## config.mk

```make
export PLATFORM = sky130hd
export DESIGN_NAME = dcw_decoder
export DESIGN_NICKNAME = d
export VERILOG_FILES = /design/src/dcw_decoder.v /design/src/dcw_edge_det.v /design/src/dcw_fault_latch.v
export VERILOG_INCLUDE_DIRS = /design/src
export SDC_FILE = /design/constraint.sdc
export NUM_CORES = 1
export LEC_CHECK = 0
export CAP_MARGIN = 20
export CORE_ASPECT_RATIO = 1.25
export CORE_MARGIN = 4
export CORE_UTILIZATION = 45
export CTS_CLUSTER_SIZE = 28
export DETAILED_ROUTE_END_ITERATION = 12
export DONT_BUFFER_PORTS = 1
export SYNTH_ARGS = -nofsm -noshare
export SYNTH_HDL_FRONTEND = slang
export SYNTH_SLANG_ARGS = --single-unit
export TNS_END_PERCENT = 5
```

## constraint.sdc

```tcl
create_clock -name clk -period 3.45 [get_ports clk]
set_input_delay 0.345 -clock clk [delete_from_list [all_inputs] [get_ports clk]]
set_output_delay 0.345 -clock clk [all_outputs]
set_load 0.03 [all_outputs]
```

## src/dcw_consts.vh

```
// Constants for the drive command word decoder: offsets, bits, resets.
// Assumes inclusion by bare name from the decoder design files.
`ifndef DCW_CONSTS_VH
`define DCW_CONSTS_VH

// APB byte offsets, 12-bit address space
`define DCW_AW 12
`define DCW_OFF_CMD 12'h000
`define DCW_OFF_CTRL 12'h004
`define DCW_OFF_STATUS 12'h008
`define DCW_OFF_ACC_CNT 12'h00C
`define DCW_OFF_IGN_CNT 12'h010
`define DCW_OFF_FLAGS 12'h014

// Command word bit positions
`define DCW_BIT_PRESET_LO 0
`define DCW_BIT_PRESET_HI 1
`define DCW_BIT_RSVD2 2
`define DCW_BIT_COAST_N 3
`define DCW_BIT_QSTOP_N 4
`define DCW_BIT_HOLD_N 5
`define DCW_BIT_START 6
`define DCW_BIT_ACK 7
`define DCW_BIT_JOG 8
`define DCW_BIT_RAMP 9
`define DCW_BIT_VALID 10
`define DCW_BIT_RSVD11 11
`define DCW_BIT_USER_LO 12
`define DCW_BIT_USER_HI 15

// Control register fields
`define DCW_CTRL_SRC 0
`define DCW_CTRL_MAP_LO 4
`define DCW_CTRL_MAP_HI 7

// Flags register fields (write one to clear)
`define DCW_FLAG_RSVD2 0
`define DCW_FLAG_RSVD11 1

// Reset values: an all-zero word means coast, quick stop and stop
`define DCW_CMD_RST 16'h0000
`define DCW_CTRL_RST 32'h000000F0
`define DCW_CNT_RST 16'h0000

`endif

```

## src/dcw_decoder.v

```verilog
// Drive command word decoder with an APB register slave.
// Assumes process data and fault inputs are synchronous to clk;
// an APB master on the same clock reaches the registers.
//
// Operation
// - Every command but the bit 7 acknowledge follows the present bit levels; no sequencing state.
// - Bits 1:0 select preset reference one to four.
// - Bit 3 low coasts the motor at once; high does nothing.
// - Bit 4 low quick-stops on the quick-stop ramp; high does nothing.
// - Bit 5 low freezes output frequency; high does nothing.
// - Bit 6 high permits start; low stops on the ramp-down setting.
// - Bit 7 acknowledges faults only on a rising edge.
// - Acknowledge clears a fault only if cause gone and other ack given.
// - Bit 8 high drives output to jog speed; low does nothing.
// - Bit 9 high selects ramp two, low selects ramp one.
// - Bit 10 low ignores new data but that bit; other commands keep the last accepted word.
// - Bit 11 is reserved and feeds no command; it only sets a sticky flag.
// - Bits 15:12 pass to application control through a configured map.
`timescale 1ns/1ps
`include "dcw_consts.vh"
module dcw_decoder (
  // Clock and reset
  input wire clk,
  input wire rst,
  // APB slave
  input wire psel,
  input wire penable,
  input wire pwrite,
  input wire [`DCW_AW-1:0] paddr,
  input wire [31:0] pwdata,
  output reg [31:0] prdata,
  output reg pready,
  output reg pslverr,
  // Cyclic process data from the fieldbus
  input wire [15:0] pd_word,
  input wire pd_strobe,
  // Fault sources from the drive
  input wire fault_set,
  input wire fault_cond,
  input wire other_ack_ok,
  // Decoded commands
  output reg [1:0] preset_sel_r,
  output reg coast_r,
  output reg quick_stop_r,
  output reg freq_hold_r,
  output reg start_en_r,
  output reg ramp_stop_r,
  output reg jog_r,
  output reg ramp2_sel_r,
  output reg bus_control_r,
  output reg [3:0] user_bits_r,
  // Fault state
  output wire fault_r,
  output wire ack_refused_r
);

  // Register file and bus state
  reg [31:0] ctrl_r;
  reg [15:0] acc_word_r;
  reg [15:0] last_rx_r;
  reg [15:0] acc_cnt_r;
  reg [15:0] ign_cnt_r;
  reg [1:0] flags_r;
  reg [1:0] flags_nxt;

  // Arrival of a new word
  reg rx_take;
  reg [15:0] rx_word;

  wire setup_ph;
  wire access_ph;
  wire wr_go;
  wire ack_pulse;

  // True when the bus address hits a given register offset
  function hit;
    input [`DCW_AW-1:0] addr;
    input [`DCW_AW-1:0] off;
    begin
      hit = (addr == off);
    end
  endfunction

  // Known register offsets; anything else answers with an error
  function mapped;
    input [`DCW_AW-1:0] addr;
    begin
      mapped = hit(addr, `DCW_OFF_CMD) |
               hit(addr, `DCW_OFF_CTRL) |
               hit(addr, `DCW_OFF_STATUS) |
               hit(addr, `DCW_OFF_ACC_CNT) |
               hit(addr, `DCW_OFF_IGN_CNT) |
               hit(addr, `DCW_OFF_FLAGS);
    end
  endfunction

  // Counter that stops at its top value instead of wrapping
  function [15:0] sat_inc;
    input [15:0] v;
    begin
      if (v == 16'hFFFF) begin
        sat_inc = v;
      end else begin
        sat_inc = v + 16'h0001;
      end
    end
  endfunction

  assign setup_ph = psel & ~penable;
  assign access_ph = psel & penable & pready;
  assign wr_go = access_ph & pwrite & ~pslverr;

  // APB answer: ready in the first cycle of the access phase, never later.
  // Read data is captured at the end of setup, so it is steady
  // throughout the access phase.
  always @(posedge clk) begin
    if (rst) begin
      pready <= 1'b0;
      pslverr <= 1'b0;
      prdata <= 32'h00000000;
    end else begin
      pready <= setup_ph;
      if (setup_ph) begin
        pslverr <= ~mapped(paddr);
        prdata <= 32'h00000000;
        if (!pwrite) begin
          case (paddr)
            `DCW_OFF_CTRL: begin
              prdata <= ctrl_r;
            end
            `DCW_OFF_STATUS: begin
              prdata <= {14'h0000, ack_refused_r, fault_r,
                         acc_word_r};
            end
            `DCW_OFF_ACC_CNT: begin
              prdata <= {16'h0000, acc_cnt_r};
            end
            `DCW_OFF_IGN_CNT: begin
              prdata <= {16'h0000, ign_cnt_r};
            end
            `DCW_OFF_FLAGS: begin
              prdata <= {30'h00000000, flags_r};
            end
            default: begin
              // Command word is write-only; it reads as zero
              prdata <= 32'h00000000;
            end
          endcase
        end
      end else if (access_ph) begin
        pslverr <= 1'b0;
      end
    end
  end

  // Control register: word source and user bit map
  always @(posedge clk) begin
    if (rst) begin
      ctrl_r <= `DCW_CTRL_RST;
    end else if (wr_go && hit(paddr, `DCW_OFF_CTRL)) begin
      ctrl_r <= {24'h000000,
                 pwdata[`DCW_CTRL_MAP_HI:`DCW_CTRL_MAP_LO],
                 3'h0, pwdata[`DCW_CTRL_SRC]};
    end
  end

  // Source select: the fieldbus strobe, or software writing the
  // command register. The unselected source is dropped, so the two
  // can never tear one word between them.
  always @* begin
    rx_take = 1'b0;
    rx_word = pd_word;
    if (ctrl_r[`DCW_CTRL_SRC]) begin
      rx_take = wr_go & hit(paddr, `DCW_OFF_CMD);
      rx_word = pwdata[15:0];
    end else begin
      rx_take = pd_strobe;
      rx_word = pd_word;
    end
  end

  // Word acceptance. The whole word lands in one edge; with the
  // valid bit low only that bit is taken, and the other commands
  // stay at the last word that arrived with valid high.
  always @(posedge clk) begin
    if (rst) begin
      acc_word_r <= `DCW_CMD_RST;
      last_rx_r <= `DCW_CMD_RST;
      acc_cnt_r <= `DCW_CNT_RST;
      ign_cnt_r <= `DCW_CNT_RST;
    end else if (rx_take) begin
      last_rx_r <= rx_word;
      if (rx_word[`DCW_BIT_VALID]) begin
        acc_word_r <= rx_word;
        acc_cnt_r <= sat_inc(acc_cnt_r);
      end else begin
        acc_word_r[`DCW_BIT_VALID] <= 1'b0;
        ign_cnt_r <= sat_inc(ign_cnt_r);
      end
    end
  end

  // Reserved bits seen set in an arriving word. Sticky, cleared by
  // writing one; a new sighting in the clear cycle is kept.
  always @* begin
    flags_nxt = flags_r;
    if (wr_go && hit(paddr, `DCW_OFF_FLAGS)) begin
      flags_nxt = flags_r & ~pwdata[1:0];
    end
    if (rx_take && rx_word[`DCW_BIT_RSVD2]) begin
      flags_nxt[`DCW_FLAG_RSVD2] = 1'b1;
    end
    if (rx_take && rx_word[`DCW_BIT_RSVD11]) begin
      flags_nxt[`DCW_FLAG_RSVD11] = 1'b1;
    end
  end

  always @(posedge clk) begin
    if (rst) begin
      flags_r <= 2'b00;
    end else begin
      flags_r <= flags_nxt;
    end
  end

  // Level decode, one register stage after acceptance. Nothing here
  // remembers history, so the order of bit changes has no effect.
  // Reserved bits 2 and 11 feed no command.
  always @(posedge clk) begin
    if (rst) begin
      preset_sel_r <= 2'b00;
      coast_r <= 1'b1;
      quick_stop_r <= 1'b1;
      freq_hold_r <= 1'b1;
      start_en_r <= 1'b0;
      ramp_stop_r <= 1'b1;
      jog_r <= 1'b0;
      ramp2_sel_r <= 1'b0;
      bus_control_r <= 1'b0;
      user_bits_r <= 4'h0;
    end else begin
      preset_sel_r <= acc_word_r[`DCW_BIT_PRESET_HI:
                                 `DCW_BIT_PRESET_LO];
      coast_r <= ~acc_word_r[`DCW_BIT_COAST_N];
      quick_stop_r <= ~acc_word_r[`DCW_BIT_QSTOP_N];
      freq_hold_r <= ~acc_word_r[`DCW_BIT_HOLD_N];
      start_en_r <= acc_word_r[`DCW_BIT_START];
      ramp_stop_r <= ~acc_word_r[`DCW_BIT_START];
      jog_r <= acc_word_r[`DCW_BIT_JOG];
      ramp2_sel_r <= acc_word_r[`DCW_BIT_RAMP];
      bus_control_r <= acc_word_r[`DCW_BIT_VALID];
      // Only bits enabled in the map reach application control
      user_bits_r <= acc_word_r[`DCW_BIT_USER_HI:`DCW_BIT_USER_LO] &
                     ctrl_r[`DCW_CTRL_MAP_HI:`DCW_CTRL_MAP_LO];
    end
  end

  // Edge on the held acknowledge bit; an ignored word cannot make one
  dcw_edge_det u_ack_edge (
    .clk(clk),
    .rst(rst),
    .level(acc_word_r[`DCW_BIT_ACK]),
    .rise_r(ack_pulse)
  );

  dcw_fault_latch u_fault (
    .clk(clk),
    .rst(rst),
    .fault_set(fault_set),
    .fault_cond(fault_cond),
    .other_ack_ok(other_ack_ok),
    .ack_pulse(ack_pulse),
    .fault_r(fault_r),
    .ack_refused_r(ack_refused_r)
  );

endmodule // dcw_decoder

```

## src/dcw_edge_det.v

```verilog
// Rising-edge detector for the fault acknowledge bit.
// Assumes a level from logic on the same clock; emits a one-cycle pulse.
`timescale 1ns/1ps
module dcw_edge_det (
  // Clock and reset
  input wire clk,
  input wire rst,
  // Level in, pulse out
  input wire level,
  output reg rise_r
);

  reg level_d_r;

  always @(posedge clk) begin
    if (rst) begin
      level_d_r <= 1'b0;
      rise_r <= 1'b0;
    end else begin
      level_d_r <= level;
      // Steady high or steady low gives nothing
      rise_r <= level & ~level_d_r;
    end
  end

endmodule // dcw_edge_det

```

## src/dcw_fault_latch.v

```verilog
// Latched drive fault with conditional acknowledge.
// Assumes fault inputs come from drive logic on the same clock.
`timescale 1ns/1ps
module dcw_fault_latch (
  // Clock and reset
  input wire clk,
  input wire rst,
  // Fault sources
  input wire fault_set,
  input wire fault_cond,
  input wire other_ack_ok,
  // Acknowledge pulse
  input wire ack_pulse,
  // State
  output reg fault_r,
  output reg ack_refused_r
);

  wire clear_ok;

  assign clear_ok = ~fault_cond & other_ack_ok;

  always @(posedge clk) begin
    if (rst) begin
      fault_r <= 1'b0;
      ack_refused_r <= 1'b0;
    end else begin
      // A new fault in the ack cycle wins over the clear
      if (fault_set) begin
        fault_r <= 1'b1;
      end else if (ack_pulse && clear_ok) begin
        fault_r <= 1'b0;
      end
      ack_refused_r <= ack_pulse & fault_r & ~clear_ok;
    end
  end

endmodule // dcw_fault_latch

```

* Yosys cells after proc, flatten, opt, wreduce, memory -nomap -nowiden
Cells that the tools add are included.
** Word-level totals
- Bits in registers :: 107
- Output and inout port bits :: 50
** Operators by class
- $add $sub $neg :: 2
- Equality and inequality tests :: 7
- Mux-type cells :: 12
- Bitwise gates (word level) :: 31
- Reductions and logical operators :: 13
** Operator list (count)
- $pmux W18 S5 :: 1
- $add A16 B1 Y16 const B :: 2
- $eq A16 B16 Y1 const B :: 2
- $eq A12 B4 Y1 const B :: 2
- $eq A12 B5 Y1 const B :: 2
- $mux W18 :: 1
- $mux W16 :: 1
- $not A1 Y1 :: 13
- $eq A12 B3 Y1 const B :: 1
- $logic_not A12 Y1 :: 1
- $and A1 B1 Y1 :: 10
- $mux W1 :: 8
- $reduce_bool A2 Y1 :: 4
- $reduce_and A3 Y1 :: 2
- $logic_and A1 B1 Y1 :: 5
- $or A1 B1 Y1 :: 5
- $and A4 B4 Y4 :: 1
- $and A2 B2 Y2 :: 1
- $mux W2 :: 1
- $not A2 Y2 :: 1
- $reduce_and A2 Y1 :: 1

* Logic depth before layout (Yosys ltp)
Gate-level depths: netlist of run 1.
- Depth after elaboration :: 8
- Mapped depth :: 8
- Depth with buffers taken out :: 6

* Hierarchy
A second synthesis of run 1 with hierarchy kept.
** Unflattened totals
- Cell total of the unflattened synthesis :: 498
- Area, all modules :: 4424.2 um^2
** By module, submodules not included
- dcw_decoder :: times used 1, cells each 486, area each 4280.4 um^2, sequential area each 1781.7 um^2
- dcw_fault_latch :: times used 1, cells each 8, area each 85.1 um^2, sequential area each 40.0 um^2
- dcw_edge_det :: times used 1, cells each 4, area each 58.8 um^2, sequential area each 40.0 um^2

* Least setup slack after synthesis of run 1
OpenSTA, ideal clock, no wires.
- Path type :: input to register
- Start point :: in paddr[2]
- End point :: reg acc_cnt_r[11]
- Library setup time :: 121 ps
- Arrival :: 2057 ps
- Setup slack :: 1272 ps
- Stages on the path :: 7
- Buffers on the path :: 2
- Cells stage by stage :: clkbuf_1 nor3_2 nand3_1 o31a_1 buf_2 nor4b_1 mux2_2
** Between the ends
- Word-level cells in the longest chain between the ends :: 4
** RTL lines
- start, declared :: line dcw_decoder.v:29 : input wire [`DCW_AW-1:0] paddr,
- $logic_not A12 Y1 :: line dcw_decoder.v:80 : hit = (addr == off);
- $and A1 B1 Y1 :: line dcw_decoder.v:174 : rx_take = wr_go & hit(paddr, `DCW_OFF_CMD);
- $mux W1 :: line dcw_decoder.v:173 : if (ctrl_r[`DCW_CTRL_SRC]) begin
- $reduce_and A3 Y1 (no line)
- end signal, assigned :: line dcw_decoder.v:189 : acc_cnt_r <= `DCW_CNT_RST;
- end signal, assigned :: line dcw_decoder.v:195 : acc_cnt_r <= sat_inc(acc_cnt_r);
- end, declared :: line dcw_decoder.v:61 : reg [15:0] acc_cnt_r;
Every way passes these cells.
A chain may end at the register's enable or synchronous reset.

* Worst setup path after layout of run 1
- Start point :: reg pready
- End point :: reg ign_cnt_r[15]
** Between the ends
- Word-level cells in the longest chain between the ends :: 6
** RTL lines
- start, declared :: line dcw_decoder.v:32 : output reg pready,
- start signal, assigned :: line dcw_decoder.v:122 : pready <= setup_ph;
- $and A1 B1 Y1 :: line dcw_decoder.v:110 : assign access_ph = psel & penable & pready;
- $and A1 B1 Y1 (2 in a row) :: line dcw_decoder.v:111 : assign wr_go = access_ph & pwrite & ~pslverr;
- $and A1 B1 Y1 :: line dcw_decoder.v:174
- $mux W1 :: line dcw_decoder.v:173
- $reduce_and A3 Y1 (no line)
- end signal, assigned :: line dcw_decoder.v:190 : ign_cnt_r <= `DCW_CNT_RST;
- end signal, assigned :: line dcw_decoder.v:198 : ign_cnt_r <= sat_inc(ign_cnt_r);
- end, declared :: line dcw_decoder.v:62 : reg [15:0] ign_cnt_r;
Every way passes these cells.

==> results.md, run 1 <==
* TritonCTS clock tree: done
* Register area share after synthesis at 42.7%
* Tightest Pin Transition at slightly above 1 ns
* Setup crit start: pready
* Worst EP required at ~3.7 ns
* Max Clk Rate at 0.381 GHz
* Setup TNS at 0 ns
* Crit end category: register
* Die Span Y at 118 um
* Clk buf depth at 2
* Critical path class: reg -> reg
* Initial antenna violation count at 0
* Maximum vdd drop at 259 uV
* Fraction of layout cells with a size suffix above 1 at 7.98%
* FF-to-FF Start: pready
* Drc violations at 0
* Reg2reg end: ign_cnt_r[15]
* Main flop type after synthesis: dfxtp_1
* Post-Synthesis Cells at 488
* Max-cap check violation count at 0
* Fin Clk Skew at 0.00776 ns
* PortBufs at 0
* Internal reg-to-reg setup slack at 0.82 ns
* # diodes at 0
* Leakage at around 1.6 nW
* Largest family of logic cells by synthesized area: simple AND/OR/NAND/NOR gates
* Outcome: finished, final reports clean
* Pwr/cell area at approximately 480 nW/um^2
* Seq. cell area at 1860 sq um
* Nets at 543
* Minimum clock period at 2.63 ns
* Clk sinks at 93
* Root Buffer: clkbuf_16
* Hold Crit Class: in -> reg
* Core area at 9320 sq um
* Max-slew violations at 0
* GRT Util Overall at 19.3%
* Initial DRC count at just under 200
* Final GP Congestion at 0.840
* Postcts setup bufs at 0
* Vias at 3,507
* Slew margin rel. at between 30% and 40%
* Area of the multi-input gates at 2300 sq um
* Most frequent cells in the layout: 93 x dfxtp_1, 39 x nor2_1, 36 x a21oi_1
* Initial Util at 46.8%
* Synth Area in Compound Gates at 18.3%
* CTS buffer count at 9
* I/O pin count at 119
* Final setup viols at 0
* R2R depth at 5
* Mapped Area at 4360 sq um
* Post-Synth XOR/XNOR Area at 0%
* RSZ-0062 raised after global routing: no
* DR vias/cell at approximately 5.9
* Clock latency on the worst-skew pair at 0.34 ns
* Register bit total from synthesis at between 90 and 100
* Synth Area in Simple Gates at 22.6%
* Clock slew at reported path FFs at 0.07 ns
* Largest net degree at the start of global routing at 84
* Avg WL per Cell at 17.7 um
* Tot Pwr at 2.23 mW
* Final Hold Vio Count at 0
* Period utilization at 76.1%
* # resized after CTS at 0
* Mean post-synth cell area at 8.93 sq um
* Final ANT Viol Nets at 0
* Die Footprint at 11,300 sq um
* CP startpoint kind: register
* Crit path to: ign_cnt_r[15]
* Post-Synth Adder-Cell Area at less than 1%
* Fillers at 901
* TritonRoute pass-1 iters at 4
* Layout area overhead at 7.29%
* Most common cell after layout, fill and taps aside: dfxtp_1
* Core Rows at 39
* Ys Warns at 0
* First-pass GRT wire length at 17.1 mm
* Worst-path fanout max at 29
* Chip Width at 96.0 um
* WL final at around 11 mm
* CTS Hold Bufs at 0
* CP arrival at roughly 2.9 ns
* EDFF count, synth at 0
* Number of global-route vias before repair at 3,325
* Hpwl dp at 7.67 mm
* Async SR Flop Fraction at 0%
* Gr ovfl total at 0
* H-Tree Depth at 3
* Mux contribution to synthesized area at 9.73%
* Distinct cell type count after synthesis at 48
layer usage:
layer	wire (um)	share of wire, %	GRT usage, %	vias to the layer above
met3	611	5.8	5.12	13
met2	5010	47	30.1	93
met4	198	1.9	6.76	0
met5	0	0	0	-
li1	-	-	-	1736
met1	4760	45	25.4	1665
how the worst min path moves through the flow:
stage | startpoint | to | slack [ns] | depth (start not counted)
finish | rst | pready | 0.07 | 1
global route | rst | prdata[17] | 0.06 | 1
CTS | rst | pready | 0.06 | 1
detailed placement | u_ack_edge.level_d_r | u_ack_edge.rise_r | 0.38 | 1
global placement | u_ack_edge.level_d_r | u_ack_edge.rise_r | 0.38 | 1
floorplan | u_ack_edge.level_d_r | u_ack_edge.rise_r | 0.37 | 1
area by class of cell:
| cell class | count | share of cell area, % |
|---|---|---|
| clock buffers | 9 | 4.82 |
| clock inverters | 6 | 1.39 |
| inverters | 10 | 0.803 |
| multi-input cells | 353 | 49.1 |
| flip-flops and latches | 93 | 39.8 |
| well taps | 123 | 3.29 |
| repair buffers | 5 | 0.803 |
per-stage QoR:
stage | std cells | util (%) | hold WS, ns | worst slack (ns) | instance area [sq um]
2_1_floorplan | 501 | - | 0.368 | 1.27 | 4410
3_3_place_gp | 583 | 47.0 | 0.375 | 0.879 | 4380
3_5_place_dp | 583 | 47.0 | 0.385 | 0.857 | 4380
4_1_cts | 598 | 50.1 | 0.0585 | 0.855 | 4670
5_1_grt | 599 | 50.2 | 0.0563 | 0.713 | 4680
6_report | 599 | 50.2 | 0.0659 | 0.824 | 4680
worst max-delay path, cell delays in order (launching register included):
cell	delay (ns)
dfxtp_1	0.53
and4b_1	0.26
nand2_1	0.12
o41a_1	0.76
nor4_1	0.47
mux2_2	0.37
state kept, by name, summed over array words and instances (netlist names), 2 cells and up:
register / count
user_bits_r: 4
acc_cnt_r: 16
ign_cnt_r: 16
acc_word_r: 16
prdata: 18
flags_r: 2
preset_sel_r: 2
ctrl_r: 5
synthesized netlist by cell type, types with 2 or more instances:
| cell type | count | area (sq um) |
|---|---|---|
| a22oi_1 | 20 | 150 |
| nand2b_1 | 10 | 62.6 |
| nor4b_2 | 2 | 30.0 |
| buf_4 | 14 | 105 |
| and3_1 | 2 | 12.5 |
| nor3_1 | 8 | 40.0 |
| nand4_1 | 5 | 31.3 |
| or3_1 | 7 | 43.8 |
| nand4b_1 | 3 | 26.3 |
| a41o_1 | 2 | 20.0 |
| buf_2 | 4 | 20.0 |
| nor3_2 | 2 | 20.0 |
| o22ai_1 | 5 | 31.3 |
| clkbuf_1 | 24 | 90.1 |
| a21oi_1 | 36 | 180 |
| a211oi_1 | 4 | 30.0 |
| nor4b_1 | 2 | 17.5 |
| a211o_1 | 4 | 35.0 |
| o21ai_0 | 19 | 95.1 |
| o31ai_1 | 17 | 128 |
| ha_1 | 2 | 25.0 |
| nand2_1 | 28 | 105 |
| mux2_2 | 11 | 124 |
| or4_1 | 15 | 113 |
| dfxtp_1 | 93 | 1860 |
| and4_1 | 4 | 35.0 |
| o21bai_1 | 4 | 30.0 |
| a22o_1 | 5 | 43.8 |
| mux2i_1 | 30 | 300 |
| nand3_1 | 16 | 80.1 |
| nor2b_1 | 19 | 119 |
| inv_1 | 10 | 37.5 |
| nor2_1 | 39 | 146 |
| buf_1 | 3 | 11.3 |
| nor3b_1 | 2 | 15.0 |
| nor4_1 | 5 | 31.3 |
power by group:
part / total, mW / switching (mW) / leakage, nW / internal [mW]
Combinational: 0.119 / 0.0751 / 0.711 / 0.0441
Sequential: 1.14 / 0.0375 / 0.756 / 1.10
Clock: 0.968 / 0.411 / 0.141 / 0.557
Total: 2.23 / 0.524 / 1.61 / 1.70
kinds of logic (layout without fill, tap and decap cells):
group           Yosys count  in the layout
compound gates          122            122
other cells               1             14
buf+inv                  55             30
fa+ha+maj                 2              2
flops                    93             93
simple gates            174            174
mux                      41             41
Note: power is estimated with default switching activity, not from simulation.
==> run 2, diff against run 1 <==
Clock period 3.45 ns to 2.7 ns, I/O delays scaled along.
==> results.md, run 2 (synthesis gave the netlist of run 1 again) <==
* Outcome: finished, final reports clean
* Postcts setup bufs at 0 (unchanged)
* Fraction of layout cells with a size suffix above 1 at 9.03% (+1.1 points)
* PortBufs at 0 (unchanged)
* Leakage at 1.67 nW (+3.8%)
* Period utilization at 86.6% (+10 points)
* TritonRoute pass-1 iters at 4 (unchanged)
* RSZ-0062 raised after global routing: no
* Maximum vdd drop at 301 uV (+16%)
* Setup TNS at 0 ns (unchanged)
* Most frequent cells in the layout: 93 x dfxtp_1, 39 x nor2_1, 36 x a21oi_1
* Hold EP: preset_sel_r[1]
* Clock slew at reported path FFs at 0.06 ns (about the same)
* Setup ws final at 0.363 ns (-0.461 ns)
* Initial Util at 46.8% (unchanged)
* Clk sinks at 93 (unchanged)
* Clock latency on the worst-skew pair at 0.34 ns (about the same)
* Seq. cell area at 1860 sq um (unchanged)
* Critical path class: reg -> reg
* Minimum clock period at 2.34 ns (-0.289 ns)
* Die Span Y at 118 um (unchanged)
* GR peak layer: met2
* Nets at 553 (+1.8%)
* Avg WL per Cell at 18.4 um (+4.2%)
* WL final at 11.2 mm (+6.2%)
* Reg2reg end: acc_cnt_r[8]
* Worst-path fanout max at 21 (-28%)
* Final ANT Viol Nets at 0 (unchanged)
* WHS Path Cells at 1 (unchanged)
* Tot Pwr at 2.91 mW (+31%)
* Tightest Pin Transition at 0.892 ns (-0.127 ns)
* Met3 Track Usage GR at 4.60% (-0.51 points)
* TritonCTS clock tree: done
* Max reg flops at 18 (unchanged)
* Initial DRC count at 184 (-7.1%)
* Max Clk Rate at 0.428 GHz (+12%)
* GR Util met1 at 27.3% (+1.8 points)
* DR vias/cell at 5.79 (-1.0%)
* Pwr/cell area at 609 nW/um^2 (+28%)
* Initial antenna violation count at 0 (unchanged)
* Vias at 3,534 (+0.77%)
* Area of the multi-input gates at 2300 sq um (unchanged)
* I/O pin count at 119 (unchanged)
* First-pass GRT wire length at 18.1 mm (+6.1%)
* Crit end category: register
* Core Rows at 39 (unchanged)
* Final Core Density at 51.3% (+1.2 points)
* Hpwl dp at 7.81 mm (+1.7%)
* CP startpoint kind: register
* Layout area overhead at 9.79%
* Placed cell count at 591 (+1.4%)
* Top reg by flops: prdata
* Max-cap check violation count at 0 (unchanged)
* Die Footprint at 11,300 sq um (unchanged)
* CTS buffer count at 9 (unchanged)
* H-Tree Depth at 3 (unchanged)
* Hold Crit Class: in -> reg
* Fillers at 884 (-1.9%)
* Drc violations at 0 (unchanged)
* Core area at 9320 sq um (unchanged)
* # diodes at 0 (unchanged)
* Clk buf depth at 2 (unchanged)
* Largest net degree at the start of global routing at 46 (-45%)
* Slew margin rel. at 40.3% (+8.3 points)
* Chip Width at 96.0 um (unchanged)
* Number of global-route vias before repair at 3,516 (+5.7%)
* Internal reg-to-reg setup slack at 0.36 ns (-0.46 ns)
* Met2 global-route usage at 32.5% (+2.4 points)
* Final GP Congestion at 0.848 (+0.96%)
* Fin Clk Skew at 0.00628 ns (-0.00148 ns)
* Most common cell after layout, fill and taps aside: dfxtp_1
* Worst EP required at 2.93 ns (-0.76 ns)
* Final Hold Vio Count at 0 (unchanged)
* R2R depth at 5 (unchanged)
* Final setup viols at 0 (unchanged)
* Root Buffer: clkbuf_16
* FF-to-FF Start: pslverr
* Max-slew violations at 0 (unchanged)
* Gr ovfl total at 0 (unchanged)
* GRT Util Overall at 20.6% (+1.3 points)
* HP Start: rst
* Place WS at 0.395 ns (-0.461 ns)
* Final Non-Filler Cells at 610 (+1.8%)
* CP arrival at 2.57 ns (-0.29 ns)
[run 2: through the flow]
stage | cell area [sq um] | hold WS (ns)
2_1_floorplan | 4410 | 0.368
3_3_place_gp | 4450 | 0.349
3_5_place_dp | 4450 | 0.351
4_1_cts | 4790 | 0.000683
5_1_grt | 4790 | 0.00243
6_report | 4790 | 0.0233
[run 2: layout make-up]
cell class                 count  area share [%]
multi-input combinational    353            48.0
sequential                    93            38.9
clock buffer                  13            5.44
tap                          123            3.22
timing repair buffer          15            2.77
clock inverter                 3           0.915
inverter                      10           0.784
[run 2: worst max path at each step]
stage	start	end	slack (ns)	cells past startpoint
2_1_floorplan	pready	ign_cnt_r[6]	0.57	6
4_1_cts	pslverr	acc_cnt_r[8]	0.38	5
5_1_grt	pslverr	acc_cnt_r[8]	0.20	5
3_3_place_gp	pslverr	acc_cnt_r[11]	0.40	5
6_report	pslverr	acc_cnt_r[8]	0.36	5
3_5_place_dp	paddr[7]	acc_cnt_r[11]	0.40	5
[run 2: where the power goes]
part	internal, mW	switching [mW]
clock network	0.769	0.516
logic	0.0639	0.112
registers	1.41	0.0460
total	2.24	0.674
[run 2: worst max-delay path: stages, from the launching register on]
cell     delay [ns]
dfxtp_1        0.42
and4b_1        0.31
nand2_1        0.12
o31a_1         0.56
nor4b_1        0.44
mux2_2         0.37
[run 2: layer usage]
layer	wire length (um)	vias to the layer above	part of all wire, %
li1	-	1761	-
met1	5010	1670	45
met2	5360	87	48
met3	669	16	6.0
met4	191	0	1.7
met5	0	-	0
[run 2: repair_timing]
item,4_1_cts,5_1_grt
hold buffers,3,0
hold endpoints to repair,18,0
gates resized for setup,0,0
